`src/common/nv_write_pkg.sv`:
```
// Shared constants for the data EEPROM write controller and its software-side partner.
package nv_write_pkg;

  localparam int unsigned ADDR_W      = 9;
  localparam int unsigned PAGE_W      = 5;
  localparam int unsigned OFS_W       = 4;
  localparam int unsigned PAGE_BYTES  = 16;
  localparam logic [3:0]  OFS_LAST    = 4'hf;

  // Control register bit positions.
  localparam int unsigned CTL_GO_BIT     = 2;
  localparam int unsigned CTL_PERMIT_BIT = 3;
  localparam int unsigned CTL_MODE_BIT   = 4;
  localparam int unsigned CTL_CLRGO_BIT  = 5;
  localparam int unsigned CTL_CLRALW_BIT = 6;
  localparam logic [7:0]  CTL_RESET      = 8'h00;

  // APB offsets of the software-facing registers.
  localparam logic [7:0] OFS_CMD    = 8'h00;
  localparam logic [7:0] OFS_STATUS = 8'h04;
  localparam logic [7:0] OFS_ADDR   = 8'h08;
  localparam logic [7:0] OFS_DATA   = 8'h0c;

  // Command codes written to OFS_CMD.
  localparam logic [2:0] CMD_BYTE_WRITE = 3'h1;
  localparam logic [2:0] CMD_PAGE_WRITE = 3'h2;
  localparam logic [2:0] CMD_PAGE_ERASE = 3'h3;
  localparam logic [2:0] CMD_SERVICE    = 3'h4;

  // Default cycle length in internal timer ticks.
  localparam int unsigned CYCLE_TICKS = 32;
  localparam int unsigned TICK_DIV    = 4;

endpackage

```
`src/common/nv_link_if.sv`:
```
// Interface joining the EEPROM write controller to its software-side driver.
`timescale 1ns/10ps
`default_nettype none
interface nv_link_if;
  logic       ctl_we;
  logic [7:0] ctl_wdata;
  logic [7:0] ctl_rdata;
  logic       loc_we;
  logic [8:0] loc_wdata;
  logic       byte_we;
  logic [7:0] byte_wdata;
  logic       irq_allow;
  logic       irq_flag;
  logic       irq_service;
  logic [8:0] loc_rdata;

  modport device (
    input  ctl_we, ctl_wdata, loc_we, loc_wdata, byte_we, byte_wdata, irq_allow, irq_service,
    output ctl_rdata, irq_flag, loc_rdata
  );
  modport core (
    output ctl_we, ctl_wdata, loc_we, loc_wdata, byte_we, byte_wdata, irq_allow, irq_service,
    input  ctl_rdata, irq_flag, loc_rdata
  );
endinterface
`default_nettype wire

```
`src/hw/nv_write_ctrl.sv`:
```
// Data EEPROM write controller: control bits, page buffer, timed write and erase cycles.
//
// The APB register port and the register addresses are this design's own decisions.
`timescale 1ns/10ps
`default_nettype none
module nv_write_ctrl #(
  parameter int unsigned CYCLE_LEN = nv_write_pkg::CYCLE_TICKS,
  parameter int unsigned DIV_LEN   = nv_write_pkg::TICK_DIV
) (
  // Clock and reset.
  input  wire logic   clock_i,
  input  wire logic   rst_n_i,
  // Core side.
  nv_link_if.device   link,
  // Array side.
  output logic        array_we_o,
  output logic [8:0]  array_addr_o,
  output logic [7:0]  array_wdata_o,
  output logic        busy_o
);
  import nv_write_pkg::*;

  typedef enum logic [1:0] {
    ST_IDLE  = 2'b00,
    ST_ERASE = 2'b01,
    ST_PROG  = 2'b10,
    ST_DONE  = 2'b11
  } cyc_e;

  cyc_e        state_reg;
  logic [7:0]  ctl_reg;
  logic        permit_prev_reg;
  logic        permit_armed_reg;
  logic        clrallow_armed_reg;
  logic [8:0]  loc_reg;
  logic [7:0]  buf_reg [PAGE_BYTES];
  logic        tag_reg [PAGE_BYTES];
  logic [7:0]  byte_reg;
  logic        irq_reg;
  logic [15:0] tick_div_reg;
  logic        tick_reg;
  logic [15:0] cyc_cnt_reg;
  logic [4:0]  wr_idx_reg;
  logic        busy_reg;
  logic        is_erase_reg;
  logic        page_mode_reg;
  logic        array_we_reg;
  logic [8:0]  array_addr_reg;
  logic [7:0]  array_wdata_reg;

  logic go_write;
  logic go_erase;
  logic cyc_end;
  logic permit_fall;
  logic [7:0] ctl_next;

  // Activation is accepted only when the go (or erase-go) bit arrives in the clock cycle right after the permit (or erase-allow) write.
  assign go_write = link.ctl_we && link.ctl_wdata[CTL_GO_BIT] && ctl_reg[CTL_PERMIT_BIT]
                    && permit_armed_reg && (state_reg == ST_IDLE);
  assign go_erase = link.ctl_we && link.ctl_wdata[CTL_CLRGO_BIT] && ctl_reg[CTL_CLRALW_BIT]
                    && clrallow_armed_reg && (state_reg == ST_IDLE);
  assign cyc_end  = (state_reg == ST_DONE);
  assign permit_fall = permit_prev_reg && !ctl_reg[CTL_PERMIT_BIT];

  // Slow timer tick standing in for the independent internal oscillator.
  always_ff @(posedge clock_i) begin
    if (!rst_n_i) begin
      tick_div_reg <= 16'h0000;
      tick_reg     <= 1'b0;
    end else if (tick_div_reg == 16'(DIV_LEN - 1)) begin
      tick_div_reg <= 16'h0000;
      tick_reg     <= 1'b1;
    end else begin
      tick_div_reg <= tick_div_reg + 16'h0001;
      tick_reg     <= 1'b0;
    end
  end

  always_comb begin
    ctl_next = ctl_reg;
    if (link.ctl_we && state_reg == ST_IDLE) begin
      ctl_next = link.ctl_wdata;
      ctl_next[CTL_GO_BIT]    = go_write;
      ctl_next[CTL_CLRGO_BIT] = go_erase;
    end
    if (cyc_end) begin
      ctl_next[CTL_GO_BIT]     = 1'b0;
      ctl_next[CTL_PERMIT_BIT] = 1'b0;
      if (is_erase_reg) begin
        ctl_next[CTL_CLRGO_BIT]  = 1'b0;
        ctl_next[CTL_CLRALW_BIT] = 1'b0;
      end
    end
  end

  // Control register; permit is clear out of reset.
  always_ff @(posedge clock_i) begin
    if (!rst_n_i) begin
      ctl_reg            <= CTL_RESET;
      permit_prev_reg    <= 1'b0;
      permit_armed_reg   <= 1'b0;
      clrallow_armed_reg <= 1'b0;
    end else begin
      ctl_reg            <= ctl_next;
      permit_prev_reg    <= ctl_reg[CTL_PERMIT_BIT];
      // Armed for exactly one following clock cycle after a set of the enable.
      permit_armed_reg   <= link.ctl_we && link.ctl_wdata[CTL_PERMIT_BIT]
                            && !ctl_reg[CTL_PERMIT_BIT];
      clrallow_armed_reg <= link.ctl_we && link.ctl_wdata[CTL_CLRALW_BIT]
                            && !ctl_reg[CTL_CLRALW_BIT];
    end
  end

  // Location register; page bits are never stepped by hardware.
  always_ff @(posedge clock_i) begin
    if (!rst_n_i) begin
      loc_reg <= 9'h000;
    end else if (link.loc_we && state_reg == ST_IDLE) begin
      loc_reg <= link.loc_wdata;
    end else if (link.byte_we && ctl_reg[CTL_MODE_BIT] && state_reg == ST_IDLE
                 && loc_reg[OFS_W-1:0] != OFS_LAST) begin
      loc_reg[OFS_W-1:0] <= loc_reg[OFS_W-1:0] + 4'h1;
    end
  end

  // Page buffer with per-entry tags telling which offsets take part.
  genvar gi;
  generate
    for (gi = 0; gi < PAGE_BYTES; gi++) begin : g_buf
      always_ff @(posedge clock_i) begin
        if (!rst_n_i || permit_fall) begin
          buf_reg[gi] <= 8'h00;
          tag_reg[gi] <= 1'b0;
        end else if (link.byte_we && ctl_reg[CTL_MODE_BIT] && state_reg == ST_IDLE
                     && loc_reg[OFS_W-1:0] == 4'(gi)
                     && (4'(gi) != OFS_LAST || !tag_reg[gi])) begin
          // Only the boundary entry refuses a reload; lower offsets follow a new location.
          buf_reg[gi] <= link.byte_wdata;
          tag_reg[gi] <= 1'b1;
        end
      end
    end
  endgenerate

  always_ff @(posedge clock_i) begin
    if (!rst_n_i) begin
      byte_reg <= 8'h00;
    end else if (link.byte_we && state_reg == ST_IDLE) begin
      byte_reg <= link.byte_wdata;
    end
  end

  // Cycle sequencer: erase phase, programming phase or erase then programming, each timed in ticks.
  always_ff @(posedge clock_i) begin
    if (!rst_n_i) begin
      state_reg     <= ST_IDLE;
      cyc_cnt_reg   <= 16'h0000;
      is_erase_reg  <= 1'b0;
      page_mode_reg <= 1'b0;
    end else begin
      case (state_reg)
        ST_IDLE: begin
          cyc_cnt_reg <= 16'h0000;
          if (go_write) begin
            is_erase_reg  <= 1'b0;
            page_mode_reg <= ctl_reg[CTL_MODE_BIT];
            state_reg     <= ctl_reg[CTL_MODE_BIT] ? ST_PROG : ST_ERASE;
          end else if (go_erase) begin
            is_erase_reg  <= 1'b1;
            page_mode_reg <= 1'b1;
            state_reg     <= ST_ERASE;
          end
        end
        ST_ERASE, ST_PROG: begin
          if (tick_reg) begin
            // A page sweep may outlast a short timer, so the cycle waits for it to finish.
            if (cyc_cnt_reg == 16'(CYCLE_LEN - 1)) begin
              if (!page_mode_reg || wr_idx_reg == 5'(PAGE_BYTES)) begin
                cyc_cnt_reg <= 16'h0000;
                state_reg   <= (state_reg == ST_ERASE && !is_erase_reg) ? ST_PROG : ST_DONE;
              end
            end else begin
              cyc_cnt_reg <= cyc_cnt_reg + 16'h0001;
            end
          end
        end
        ST_DONE: begin
          state_reg <= ST_IDLE;
        end
        default: begin
          state_reg <= ST_IDLE;
        end
      endcase
    end
  end

  // Array strobes: a sweep over the tagged page entries or the single addressed byte.
  always_ff @(posedge clock_i) begin
    if (!rst_n_i) begin
      array_we_reg    <= 1'b0;
      array_addr_reg  <= 9'h000;
      array_wdata_reg <= 8'h00;
      wr_idx_reg      <= 5'h00;
    end else begin
      array_we_reg <= 1'b0;
      if (state_reg == ST_IDLE) begin
        wr_idx_reg <= 5'h00;
      end else if (state_reg == ST_ERASE && !is_erase_reg) begin
        array_we_reg    <= (cyc_cnt_reg == 16'h0000) && tick_reg;
        array_addr_reg  <= loc_reg;
        array_wdata_reg <= 8'h00;
      end else if ((state_reg == ST_PROG || state_reg == ST_ERASE) && page_mode_reg) begin
        // The index stops one past the last entry, so no entry is strobed twice.
        if (wr_idx_reg != 5'(PAGE_BYTES)) begin
          array_we_reg    <= tag_reg[wr_idx_reg[OFS_W-1:0]];
          array_addr_reg  <= {loc_reg[ADDR_W-1:OFS_W], wr_idx_reg[OFS_W-1:0]};
          array_wdata_reg <= is_erase_reg ? 8'h00 : buf_reg[wr_idx_reg[OFS_W-1:0]];
          wr_idx_reg      <= wr_idx_reg + 5'h01;
        end
      end else if (state_reg == ST_PROG && cyc_cnt_reg == 16'h0000 && tick_reg) begin
        array_we_reg    <= 1'b1;
        array_addr_reg  <= loc_reg;
        array_wdata_reg <= byte_reg;
      end
    end
  end

  // Busy is registered from the start request and the current state, so it stays high through ST_DONE and the output comes from a flip-flop.
  always_ff @(posedge clock_i) begin
    if (!rst_n_i) begin
      busy_reg <= 1'b0;
    end else begin
      busy_reg <= go_write || go_erase || (state_reg == ST_ERASE) || (state_reg == ST_PROG);
    end
  end

  // Interrupt flag; a new cycle end wins over a same-cycle service clear.
  always_ff @(posedge clock_i) begin
    if (!rst_n_i) begin
      irq_reg <= 1'b0;
    end else if (cyc_end) begin
      irq_reg <= 1'b1;
    end else if (link.irq_service) begin
      irq_reg <= 1'b0;
    end
  end

  assign link.ctl_rdata = ctl_reg;
  assign link.loc_rdata = loc_reg;
  assign link.irq_flag  = irq_reg && link.irq_allow;
  assign array_we_o     = array_we_reg;
  assign array_addr_o   = array_addr_reg;
  assign array_wdata_o  = array_wdata_reg;
  assign busy_o         = busy_reg;

endmodule
`default_nettype wire

```
`src/flat_wrapper.sv`:
```
// flat-port wrapper written by rule: the top's interface ports become plain ports
module nv_write_ctrl_flat import nv_write_pkg::*;
#(
  parameter int unsigned CYCLE_LEN = nv_write_pkg::CYCLE_TICKS,
  parameter int unsigned DIV_LEN   = nv_write_pkg::TICK_DIV
)
  (clock_i, rst_n_i, array_we_o, array_addr_o, array_wdata_o, busy_o, link_ctl_we, link_ctl_wdata, link_loc_we, link_loc_wdata, link_byte_we, link_byte_wdata, link_irq_allow, link_irq_service, link_ctl_rdata, link_irq_flag, link_loc_rdata);
  nv_link_if link_i ();
  input  wire logic clock_i;
  input  wire logic rst_n_i;
  output logic array_we_o;
  output logic [8:0] array_addr_o;
  output logic [7:0] array_wdata_o;
  output logic busy_o;
  input wire logic [$bits(link_i.ctl_we)-1:0] link_ctl_we;
  input wire logic [$bits(link_i.ctl_wdata)-1:0] link_ctl_wdata;
  input wire logic [$bits(link_i.loc_we)-1:0] link_loc_we;
  input wire logic [$bits(link_i.loc_wdata)-1:0] link_loc_wdata;
  input wire logic [$bits(link_i.byte_we)-1:0] link_byte_we;
  input wire logic [$bits(link_i.byte_wdata)-1:0] link_byte_wdata;
  input wire logic [$bits(link_i.irq_allow)-1:0] link_irq_allow;
  input wire logic [$bits(link_i.irq_service)-1:0] link_irq_service;
  output wire logic [$bits(link_i.ctl_rdata)-1:0] link_ctl_rdata;
  output wire logic [$bits(link_i.irq_flag)-1:0] link_irq_flag;
  output wire logic [$bits(link_i.loc_rdata)-1:0] link_loc_rdata;
  assign link_i.ctl_we = link_ctl_we;
  assign link_i.ctl_wdata = link_ctl_wdata;
  assign link_i.loc_we = link_loc_we;
  assign link_i.loc_wdata = link_loc_wdata;
  assign link_i.byte_we = link_byte_we;
  assign link_i.byte_wdata = link_byte_wdata;
  assign link_i.irq_allow = link_irq_allow;
  assign link_i.irq_service = link_irq_service;
  assign link_ctl_rdata = link_i.ctl_rdata;
  assign link_irq_flag = link_i.irq_flag;
  assign link_loc_rdata = link_i.loc_rdata;
  nv_write_ctrl #(.CYCLE_LEN(CYCLE_LEN), .DIV_LEN(DIV_LEN)) u_core (.clock_i(clock_i), .rst_n_i(rst_n_i), .link(link_i), .array_we_o(array_we_o), .array_addr_o(array_addr_o), .array_wdata_o(array_wdata_o), .busy_o(busy_o));
endmodule
```
`config.mk`:
```
export PLATFORM = sky130hd
export DESIGN_NAME = nv_write_ctrl_flat
export DESIGN_NICKNAME = d
export VERILOG_FILES = /design/src/common/nv_write_pkg.sv /design/src/common/nv_link_if.sv /design/src/hw/nv_write_ctrl.sv /design/src/flat_wrapper.sv
export SDC_FILE = /design/constraint.sdc
export NUM_CORES = 1
export LEC_CHECK = 0
export ABC_AREA = 1
export ABC_CLOCK_PERIOD_IN_PS = 2300
export BUFFER_PORTS_ARGS = -buffer_cell sky130_fd_sc_hd__buf_2
export CELL_PAD_IN_SITES_DETAIL_PLACEMENT = 1
export CELL_PAD_IN_SITES_GLOBAL_PLACEMENT = 1
export CORE_MARGIN = 3
export CORE_UTILIZATION = 42
export DETAILED_ROUTE_END_ITERATION = 6
export PLACE_DENSITY = 0.75
export SLEW_MARGIN = 40
export SYNTH_ARGS = -nofsm -noshare
export SYNTH_HDL_FRONTEND = slang
export SYNTH_SLANG_ARGS = --single-unit
```
`constraint.sdc`:
```
create_clock -name clock_i -period 2.3 [get_ports clock_i]
set_input_delay 0.46 -clock clock_i [delete_from_list [all_inputs] [get_ports clock_i]]
set_output_delay 0.46 -clock clock_i [all_outputs]
set_load 0.03 [all_outputs]
```
# --- After elaboration in Yosys (flattened, before gate mapping) ---
# Memories as Yosys holds them, arrays and structs flattened. A register that Yosys moved wholly into a read port is not among the register bits.
# Index checks and enable logic that the tools add are counted.
word_totals:
  regBits: 90
  mem_bits_rw: 144
  input_bits: 32
  output_inout_bits: 37
  n_memories: 2
memory_table:
  columns: ["name", "words", "width", "rd", "rd_clocked_by_memory_dff", "write_ports", "line", "text"]
  rows:
  - ["u_core.buf_reg", 16, 8, 1, 1, 16, "nv_write_ctrl.sv:36", "logic [7:0] buf_reg [PAGE_BYTES];"]
  - ["u_core.tag_reg", 16, 1, 2, 1, 16, "nv_write_ctrl.sv:37", "logic tag_reg [PAGE_BYTES];"]
op_classes:
  addsub: 4
  n_eq_ne: 29
  n_mux: 122
  bitwise_logic: 35
  n_reduce_logical: 71
op_table:
  columns: ["cell", "count"]
  rows:
  - ["8-bit 2-to-1 mux", 21]
  - ["1-bit 2-to-1 mux", 77]
  - ["16-bit 2-to-1 mux", 3]
  - ["1-bit logical AND", 42]
  - ["9-bit 2-to-1 mux", 4]
  - ["16-bit by 1-bit adder with 16-bit output, second input constant", 2]
  - ["4-bit equality test, second input constant", 8]
  - ["1-bit bitwise OR", 32]
  - ["16-bit case mux with 2 select lines", 1]
  - ["4-bit 2-to-1 mux", 6]
  - ["16-bit by 2-bit equality test with 1-bit output, second input constant", 1]
  - ["16-bit by 5-bit equality test with 1-bit output, second input constant", 1]
  - ["4-bit by 3-bit equality test with 1-bit output, second input constant", 4]
  - ["16-bit logical NOT", 1]
  - ["2-bit 2-to-1 mux", 8]
  - ["3-bit AND reduction", 3]
  - ["4-bit by 2-bit equality test with 1-bit output, second input constant", 2]
  - ["2-bit nonzero test", 4]
  - ["2-bit OR reduction", 4]
  - ["7-bit 2-to-1 mux", 1]
  - ["1-bit logical NOT", 6]
  - ["1-bit logical OR", 6]
  - ["2-bit by 1-bit != test with 1-bit output, second input constant", 3]
  - ["2-bit case mux with 3 select lines", 1]
  - ["other kinds (17)", 20]

# --- Longest topological paths before layout ---
# Gate-level depths: netlist of the first run.
depth:
  word_depth: 8
  ltp_mapped: 14

# --- Worst setup path before layout of the first run ---
# No wires, ideal clock.
synth_timing:
  kind: "reg2reg"
  from: "reg u_core.state_reg[0]"
  to: "mem u_core.buf_reg[11][0] (enable)"
  arrival_time_ps: 1876
  required_ps: 1913
  path_slack_ps: 36
  path_stages_with_launch: 9
  n_path_buf: 0
  synth_period_minus_slack_ps: 2264
  cell_sequence: "dfxtp_1 inv_1 ha_1 nand2_2 nor2_4 inv_2 nor2_2 inv_2 o21ai_0"
synth_lines:
  columns: ["element", "line", "text"]
  rows:
  - ["from (decl)", "nv_write_ctrl.sv:30", "cyc_e state_reg;"]
  - ["from (signal assigned)", "nv_write_ctrl.sv:167", "state_reg <= ctl_reg[CTL_MODE_BIT] ? ST_PROG : ST_ERASE;"]
  - ["from (signal assigned)", "nv_write_ctrl.sv:180", "state_reg <= (state_reg == ST_ERASE && !is_erase_reg) ? ST_PROG : ST_DONE;"]
  - ["to (decl)", "nv_write_ctrl.sv:36", null]

==> summary.txt, run 1 <==
Cell Rows - 59
vias in the first global route - 10240
total core area - 26430 sq um
endpoints failing hold - 0
sequential fraction of the synthesis area - 0.5401
Final Max Slew Viols - 0
leakage - 5.678 nW
Layout Nets - 1523
port bufs - 68
final wirelength - 33370 microns
hold_ws - 0.1833 ns
Diodes inserted - 0
Compound-Gate Fraction of Synth Area - 0.06511
HP Class - in2reg
1st-pass router iterations - 5
max reg flops - 128
Post-Synth Adder-Cell Area - 0.01527
FF-to-FF End - u_core.buf_reg[7][3]$_SDFFCE_PN0P_
Endpoint, Worst Hold - u_core.irq_reg$_SDFFE_PN0P_
I/O pin count - 69
die footprint - 29330 sq um
max_cap viols - 0
Yosys top cell by area - edfxtp_1
HP Start - link_irq_service
f_max - 0.4766 GHz
Layout area overhead - 14.57%
Crit. End Element - flip-flop
Avg Vias per Cell - 5.208
Psw - 3.643 mW
CTS tree - yes
fillers - 3215
Starting Density - 0.4341
Wirelength per Cell - 18.22 microns
worst slew pin tran - 0.5610 ns
setup violators final - 0
TritonCTS Sinks - 238
Cell Area, Placed - 12260 sq um
Clk pwr share - 0.357
first-pass GRT wire length - 54170 microns
pin count of the biggest net entering global routing - 48
switching share of power - 0.3070
FF+latch count, synth - 238
layout cells sized above 1 - 0.1416
Antenna Nets Post-Route - 0
synthesized-area fraction occupied by and/or/nand/nor cells - 0.2825
P_int - 8.224 mW
H-Tree Depth - 1
Required @ worst endpoint - 2.52 ns
Bufs on Longest Clock Path - 3
Netlist cell types - 41
Critical Path Start Type - flip-flop
Slew headroom - 0.6246
chip height - 171.3 microns
R2R depth - 9
post-route minimum period - 2.098 ns
peak supply drop - 582.7 uV
antenna violations before repair - 0
total gr overflow - 0
DP HPWL - 23360 microns
crit path DAT - 2.32 ns
setup_tns - 0 ns
combinational fraction of design power - 0.196
main combinational cell family by area after synthesis - simple AND/OR/NAND/NOR gates
sequential group share of total power - 0.447
GPL Wtd Cong - 0.7957
clk_lat worst skew - 0.52 ns
outcome - finished, final reports clean
total CTS buffers - 27
mux cell area share after synthesis - 0
clock skew - 0.01211 ns
syn nets - 1443
non-filler cells, final - 1832
Crit. Startpoint - u_core.state_reg[0]$_SDFFE_PN0P_
clk slew on worst S/H paths - 0.06 ns
Worst Setup Path Type - reg2reg
gr usage total - 0.2313
Area contributors post-synth - edfxtp_1, dfxtp_1, nand2_1
Mapped Area - 11470 sq um
reg2reg setup slack - 0.20 ns
fin crit share - 0.9122
RSZ-0062 raised after global routing - false
Vias - 9541
Inst Count DP - 1783
Post-Synthesis Cells - 1397
DRC - 0
Yosys warning count - 0
Die W - 171.3 microns
reg2reg start - u_core.state_reg[0]$_SDFFE_PN0P_
XOR/XNOR Fraction of Synth Area - 0.003817
Syn Area/Cell - 8.212 sq um
top-area cell type share of the netlist area - 0.3743
Worst Path Max Fanout - 9
hold path depth - 4
1st-iter DRT viols - 636
Pwr per Cell Area - 902.8 nW/um^2
total power - 11.87 mW
Clock Tree Root - clkbuf_16
post-route cell area - 13140 sq um
[cells in the mapped netlist (all sizes together)]
| library cell | count |
|---|---|
| nor2 | 245 |
| a21oi | 46 |
| nor3b | 3 |
| xor2 | 5 |
| nand4 | 15 |
| buf | 31 |
| o21bai | 1 |
| dfxtp | 95 |
| a211oi | 2 |
| a311oi | 1 |
| ha | 14 |
| nand2 | 313 |
| a31oi | 4 |
| or2 | 1 |
| nand3 | 125 |
| and3 | 1 |
| edfxtp | 143 |
| o41ai | 1 |
| a2111oi | 1 |
| and2 | 1 |
| clkinv | 11 |
| nor4 | 5 |
| o21a | 2 |
| inv | 197 |
| clkbuf | 23 |
| nor3 | 30 |
| o211ai | 3 |
| o21ai | 78 |
[cells by family after synthesis]
kind of cell	after synthesis
XOR/XNOR	5
flip-flops	238
adder cells (fa/ha/maj)	14
AO/OA/AOI/OAI	139
AND/OR/NAND/NOR	739
buffers and inverters	262
[through the flow]
| step | worst slack [ns] | util |
|---|---|---|
| after global routing | 0.04568 | 0.4973 |
| after global placement | 0.2697 | 0.4639 |
| after floorplan | 0.03615 | - |
| final | 0.2019 | 0.4973 |
| after detailed placement | 0.1647 | 0.4639 |
| after CTS | 0.1345 | 0.4967 |
[cells in the final DEF, fill, tap and decap left out, types with 18 or more instances in the layout]
| cell | n |
|---|---|
| clkbuf_16 | 27 |
| inv_1 | 170 |
| nor2_1 | 232 |
| o21ai_0 | 76 |
| buf_4 | 34 |
| dfxtp_1 | 94 |
| buf_2 | 68 |
| nand3_1 | 125 |
| a21oi_1 | 46 |
| edfxtp_1 | 143 |
| nor3_1 | 18 |
| nand2_1 | 304 |
| inv_2 | 27 |
[power groups by stage]
stage	Combinational, mW	Clock (mW)	Sequential (mW)
CTS	2.30	4.33	5.31
global route	2.61	4.51	5.36
floorplan	1.46	0	5.51
finish	2.32	4.24	5.31
detailed placement	2.28	0	5.39
global placement	2.21	0	5.36
[per-layer routing]
| metal | up-vias | global-route usage | routed length [microns] |
|---|---|---|---|
| met2 | 209 | 0.3996 | 15800 |
| met5 | - | 0 | 0 |
| met3 | 47 | 0.04344 | 1922 |
| li1 | 4639 | - | - |
| met1 | 4646 | 0.3008 | 14820 |
| met4 | 0 | 0.05983 | 829 |
[what timing repair did]
action,in CTS,in global routing
hold buffers,0,0
hold endpoints to repair,0,0
setup endpoints to repair,0,34
buffers inserted,0,0
resized for setup,0,3
[area by class of cell]
cell class | count | area [sq um] | share of cell area
Sequential cell | 238 | 6197 | 0.4715
Multi-Input combinational cell | 897 | 4224 | 0.3214
Inverter | 208 | 780.7 | 0.05940
Clock buffer | 30 | 686.9 | 0.05226
Timing Repair Buffer | 105 | 655.6 | 0.04988
Tap cell | 335 | 419.2 | 0.03189
Clock inverter | 19 | 180.2 | 0.01371
[worst max path at each step]
stage                                            to  slack, ns  cells past startpoint
2_1_floorplan   u_core.buf_reg[11][0]$_SDFFCE_PN0P_       0.04                      8
3_3_place_gp     u_core.buf_reg[7][6]$_SDFFCE_PN0P_       0.27                      9
3_5_place_dp   u_core.array_wdata_o[1]$_SDFFE_PN0P_       0.16                     11
4_1_cts        u_core.array_wdata_o[1]$_SDFFE_PN0P_       0.13                     11
5_1_grt        u_core.array_wdata_o[3]$_SDFFE_PN0P_       0.05                     11
6_report         u_core.buf_reg[7][3]$_SDFFCE_PN0P_       0.20                      9
[critical path, stage by stage (launching register included)]
cell,delay [ns]
dfxtp_1,0.33
inv_1,0.17
ha_4,0.20
nand2_2,0.08
nor2_4,0.20
inv_2,0.08
nor2_2,0.17
inv_2,0.14
o21ai_0,0.21
buf_4,0.22
(Power assumes the default switching activity.)
==> run 2: changes to the inputs <==
Settings changed: CORE_UTILIZATION 42 to 30, PLACE_DENSITY 0.75 to 0.56.
==> run 2 against run 1 <==
  * Utilization fell by 13 points
  * Final cell count grew 9.7%
  * Register-to-register slack about the same
  * Hold slack worse by 0.011 ns
==> summary.txt, run 2 (synthesis results as in run 1) <==
outcome - finished, final reports clean
Vias - 9218
GPL Wtd Cong - 0.7664
Wirelength per Cell - 17.28 microns
Required @ worst endpoint - 2.54 ns
Avg Vias per Cell - 4.588
max_cap viols - 0
Layout Nets - 1528
fillers - 4455
total core area - 37140 sq um
Antenna Nets Post-Route - 0
Global Route met1 Usage - 0.2309
grt met2 use - 0.2918
crit path DAT - 2.35 ns
chip height - 201.6 microns
Clock Tree Root - clkbuf_16
layout cells sized above 1 - 0.1496
commonest non-fill, non-tap cells in the layout - nand2_1, nor2_1, inv_1
die footprint - 40620 sq um
Starting Density - 0.3089
first-pass GRT wire length - 55660 microns
CTS tree - yes
port bufs - 68
final wirelength - 34720 microns
commonest non-fill, non-tap cell in the layout - nand2_1
peak supply drop - 566.7 uV
grt peak-use layer - met2
Final Max Slew Viols - 0
antenna violations before repair - 0
post-route minimum period - 2.105 ns
f_max - 0.4751 GHz
total CTS buffers - 29
Layout area overhead - 17.31%
Critical Path Start Type - flip-flop
clock skew - 0.01082 ns
gr usage total - 0.1707
total gr overflow - 0
fin crit share - 0.9152
vias in the first global route - 9685
Bufs on Longest Clock Path - 3
clk slew on worst S/H paths - 0.06 ns
total power - 12.16 mW
Slew headroom - 0.5937
setup_tns - 0 ns
DRC - 0
Cell Rows - 70
RSZ-0062 raised after global routing - false
endpoints failing hold - 0
pin count of the biggest net entering global routing - 40
leakage - 5.750 nW
HP Class - in2reg
H-Tree Depth - 1
I/O pin count - 69
Worst Path Max Fanout - 8
clk_lat worst skew - 0.54 ns
worst slew pin tran - 0.6057 ns
setup violators final - 0
Crit. End Element - flip-flop
1st-iter DRT viols - 497
1st-pass router iterations - 4
Die W - 201.6 microns
TritonCTS Sinks - 238
met3 global-route usage - 0.02718
postcts setup bufs - 0
Worst Setup Path Type - reg2reg
Pwr per Cell Area - 903.9 nW/um^2
max reg flops - 128
DP HPWL - 24510 microns
run 2: cell count changes in the layout (fill, tap and decap cells not counted), moves of 2 or more:
cell	change
clkbuf_1	+2
clkinv_2	+3
bufinv_16	-2
clkbuf_8	+4
buf_4	+3
clkbuf_16	+4
clkinv_1	-6
run 2: what timing repair did:
item | CTS | global route
setup endpoints to repair | 0 | 43
hold buffers | 0 | 0
resized for setup | 0 | 4
run 2: power by group:
part	switching (mW)	internal, mW
sequential	0.224	5.08
clock	1.81	2.71
combinational	1.69	0.642
total	3.73	8.43
run 2: worst paths after layout:
path,cells past startpoint,endpoint,from,slack (ns)
worst max register to register,7,u_core.buf_reg[8][1]$_SDFFCE_PN0P_,u_core.state_reg[1]$_SDFFE_PN0P_,0.20
worst min-delay path,3,u_core.clrallow_armed_reg$_SDFF_PN0_,link_ctl_wdata[6],0.17
worst min register to register,1,u_core.tick_div_reg[0]$_SDFF_PP0_,u_core.tick_div_reg[0]$_SDFF_PP0_,0.44
worst max-delay path,7,u_core.buf_reg[8][1]$_SDFFCE_PN0P_,u_core.state_reg[1]$_SDFFE_PN0P_,0.20
run 2: cell type report:
type                    instances  area (sq um)  share of cell area
clock buffers                  42         862.1             0.06406
multi-input cells             897          4217              0.3133
well taps                     504         630.6             0.04686
inverters                     208         783.3             0.05820
diodes                          1         2.502           0.0001859
flip-flops and latches        238          6197              0.4605
clock inverters                11         87.58            0.006508
repair buffers                108         678.2             0.05039
run 2: routing by layer:
layer  share of wire  vias up
li1                -     4663
met1            0.48     4398
met2            0.47      121
met3           0.037       36
met4           0.015        0
met5               0        -
run 2: worst max-delay path, cell delays in order (launching register included):
cell and delay [ns]:
dfxtp_1 0.32, inv_1 0.14, ha_2 0.27, nand2_2 0.09
nor2_4 0.23, nand2_2 0.25, o21ai_1 0.28, buf_4 0.22
run 2: per-stage QoR:
stage | area (sq um) | cells | utilization | setup WS [ns] | hold slack [ns]
after CTS | 13450 | 2008 | 0.3621 | 0.02514 | 0.1435
after floorplan | 11470 | 1397 | - | 0.03615 | 0.4130
after detailed placement | 12500 | 1955 | 0.3365 | 0.05074 | 0.4370
after global routing | 13460 | 2008 | 0.3623 | 0.03428 | 0.1555
final | 13460 | 2009 | 0.3624 | 0.1951 | 0.1725
after global placement | 12490 | 1955 | 0.3364 | 0.1041 | 0.4232
==> run 3: changes to the inputs <==
==> constraint.sdc (replaced) <==
create_clock -name clock_i -period 2.3 [get_ports clock_i]
set_input_delay 0.23 -clock clock_i [delete_from_list [all_inputs] [get_ports clock_i]]
set_output_delay 0.23 -clock clock_i [all_outputs]
set_load 0.03 [all_outputs]
==> run 3 against run 2 <==
  * Non-clock buffer count is 20 higher
  * Register-to-register slack hardly changed
  * Clock power hardly changed
  * Sequential power hardly changed
  * Setup slack worse by 0.0060 ns
  * Final area is 1.2% higher
  * Flip-flop and latch count stayed put
  * Largest power group unchanged
  * Die area stayed put
  * Highest routed layer unchanged
  * Routed wire length is 0.54% lower
  * Largest cell class unchanged
  * Utilization is 0.43 points higher
==> summary.txt, run 3 (synthesis results as in run 1) <==
Worst Path Max Fanout - 9
endpoints failing hold - 0
post-route minimum period - 2.111 ns
Cell Area, Placed - 12480 sq um
Global Route met1 Usage - 0.2271
I/O pin count - 69
1st-iter DRT viols - 493
final core area utilization - 0.3667
pin count of the biggest net entering global routing - 40
fin crit share - 0.9178
Critical Path Start Type - flip-flop
Starting Density - 0.3089
Inst Count DP - 1956
Antenna Nets Post-Route - 0
f_max - 0.4737 GHz
DP HPWL - 23990 microns
clk_lat worst skew - 0.55 ns
register area - 6197 sq um
HP Start - link_loc_wdata[3]
DRC - 0
Die W - 201.6 microns
max_cap viols - 0
port bufs - 68
Worst Setup Path Type - reg2reg
vias in the first global route - 9639
clk slew on worst S/H paths - 0.06 ns
die footprint - 40620 sq um
Pwr per Cell Area - 897.3 nW/um^2
max reg flops - 128
TritonCTS Sinks - 238
reg2reg start - u_core.state_reg[0]$_SDFFE_PN0P_
Avg Vias per Cell - 4.599
H-Tree Depth - 1
final wirelength - 34540 microns
grt peak-use layer - met2
worst slew pin tran - 0.5931 ns
Final Max Slew Viols - 0
outcome - finished, final reports clean
non-filler cells, final - 2027
Cell Rows - 70
Clock Tree Root - clkbuf_16
Layout area overhead - 18.72%
Layout Nets - 1547
total gr overflow - 0
Wirelength per Cell - 17.04 microns
clock skew - 0.01344 ns
peak supply drop - 511.1 uV
commonest non-fill, non-tap cell in the layout - nand2_1
RSZ-0062 raised after global routing - false
layout cells sized above 1 - 0.1458
Slew headroom - 0.6021
area occupied by multi-input gates - 4207 sq um
fillers - 4486
commonest non-fill, non-tap cells in the layout - nand2_1, nor2_1, inv_1
R2R depth - 10
setup_tns - 0 ns
Diodes inserted - 0
total CTS buffers - 28
1st-pass router iterations - 4
HP Class - in2reg
crit path DAT - 2.36 ns
setup violators final - 0
post-route cell area - 13620 sq um
grt met2 use - 0.2861
CTS tree - yes
gr usage total - 0.1690
met3 global-route usage - 0.02605
total core area - 37140 sq um
Endpoint, Worst Hold - u_core.link.loc_rdata[3]$_SDFFE_PN0P_
antenna violations before repair - 0
hold path depth - 3
leakage - 5.829 nW
Vias - 9323
Crit. End Element - flip-flop
Bufs on Longest Clock Path - 3
Required @ worst endpoint - 2.54 ns
first-pass GRT wire length - 54860 microns
GPL Wtd Cong - 0.7730
FF-to-FF End - u_core.buf_reg[11][5]$_SDFFCE_PN0P_
chip height - 201.6 microns
reg2reg setup slack - 0.19 ns
[run 3: metal layers]
metal | wire length, microns | part of all wire
met1 | 16330 | 0.47
met2 | 16200 | 0.47
met3 | 1287 | 0.037
met4 | 721 | 0.021
met5 | 0 | 0
[run 3: power by group]
part | total (mW) | switching (mW) | internal (mW) | leakage [nW]
Sequential | 5.30 | 0.223 | 5.08 | 2.25
Clock | 4.53 | 1.80 | 2.72 | 0.477
Combinational | 2.39 | 1.72 | 0.672 | 3.10
[run 3: timing repair]
action / 4_1_cts / 5_1_grt
buffers inserted: 0 / 2
hold buffers: 17 / 0
setup endpoints to repair: 0 / 59
resized for setup: 0 / 1
hold endpoints to repair: 17 / 0
[run 3: final cells by class]
| class | count | area share |
|---|---|---|
| repair buffers | 128 | 0.06302 |
| clock buffers | 43 | 0.06440 |
| flip-flops and latches | 238 | 0.4550 |
| well taps | 504 | 0.04630 |
| inverters | 208 | 0.05733 |
| clock inverters | 9 | 0.005053 |
| multi-input cells | 897 | 0.3089 |
[run 3: worst max path at each step]
stage	from	end	slack [ns]
2_1_floorplan	u_core.state_reg[0]$_SDFFE_PN0P_	u_core.buf_reg[11][0]$_SDFFCE_PN0P_	0.04
3_3_place_gp	u_core.state_reg[0]$_SDFFE_PN0P_	u_core.buf_reg[0][2]$_SDFFCE_PN0P_	0.10
3_5_place_dp	u_core.state_reg[0]$_SDFFE_PN0P_	u_core.buf_reg[0][2]$_SDFFCE_PN0P_	0.05
4_1_cts	u_core.state_reg[0]$_SDFFE_PN0P_	u_core.buf_reg[0][2]$_SDFFCE_PN0P_	0.04
5_1_grt	u_core.state_reg[0]$_SDFFE_PN0P_	u_core.buf_reg[7][7]$_SDFFCE_PN0P_	0.01
6_report	u_core.state_reg[0]$_SDFFE_PN0P_	u_core.buf_reg[11][5]$_SDFFCE_PN0P_	0.19
[run 3: stage by stage]
| step | power, mW | setup WS (ns) | hold slack [ns] |
|---|---|---|---|
| final | 12.22 | 0.1891 | 0.04044 |
| after detailed placement | 7.778 | 0.05120 | 0.4363 |
| after CTS | 12.37 | 0.03715 | 0.03497 |
| after floorplan | 6.969 | 0.03615 | 0.3652 |
| after global routing | 12.86 | 0.01124 | 0.06996 |
| after global placement | 7.730 | 0.1003 | 0.4291 |
[run 3: critical path: stages (launching register included)]
cell and delay, ns:
dfxtp_1 0.34, inv_1 0.13, ha_1 0.29, nand2_2 0.12, nor2_4 0.14, buf_12 0.14
inv_2 0.05, nor2_2 0.11, inv_2 0.11, o21ai_0 0.18, buf_4 0.21
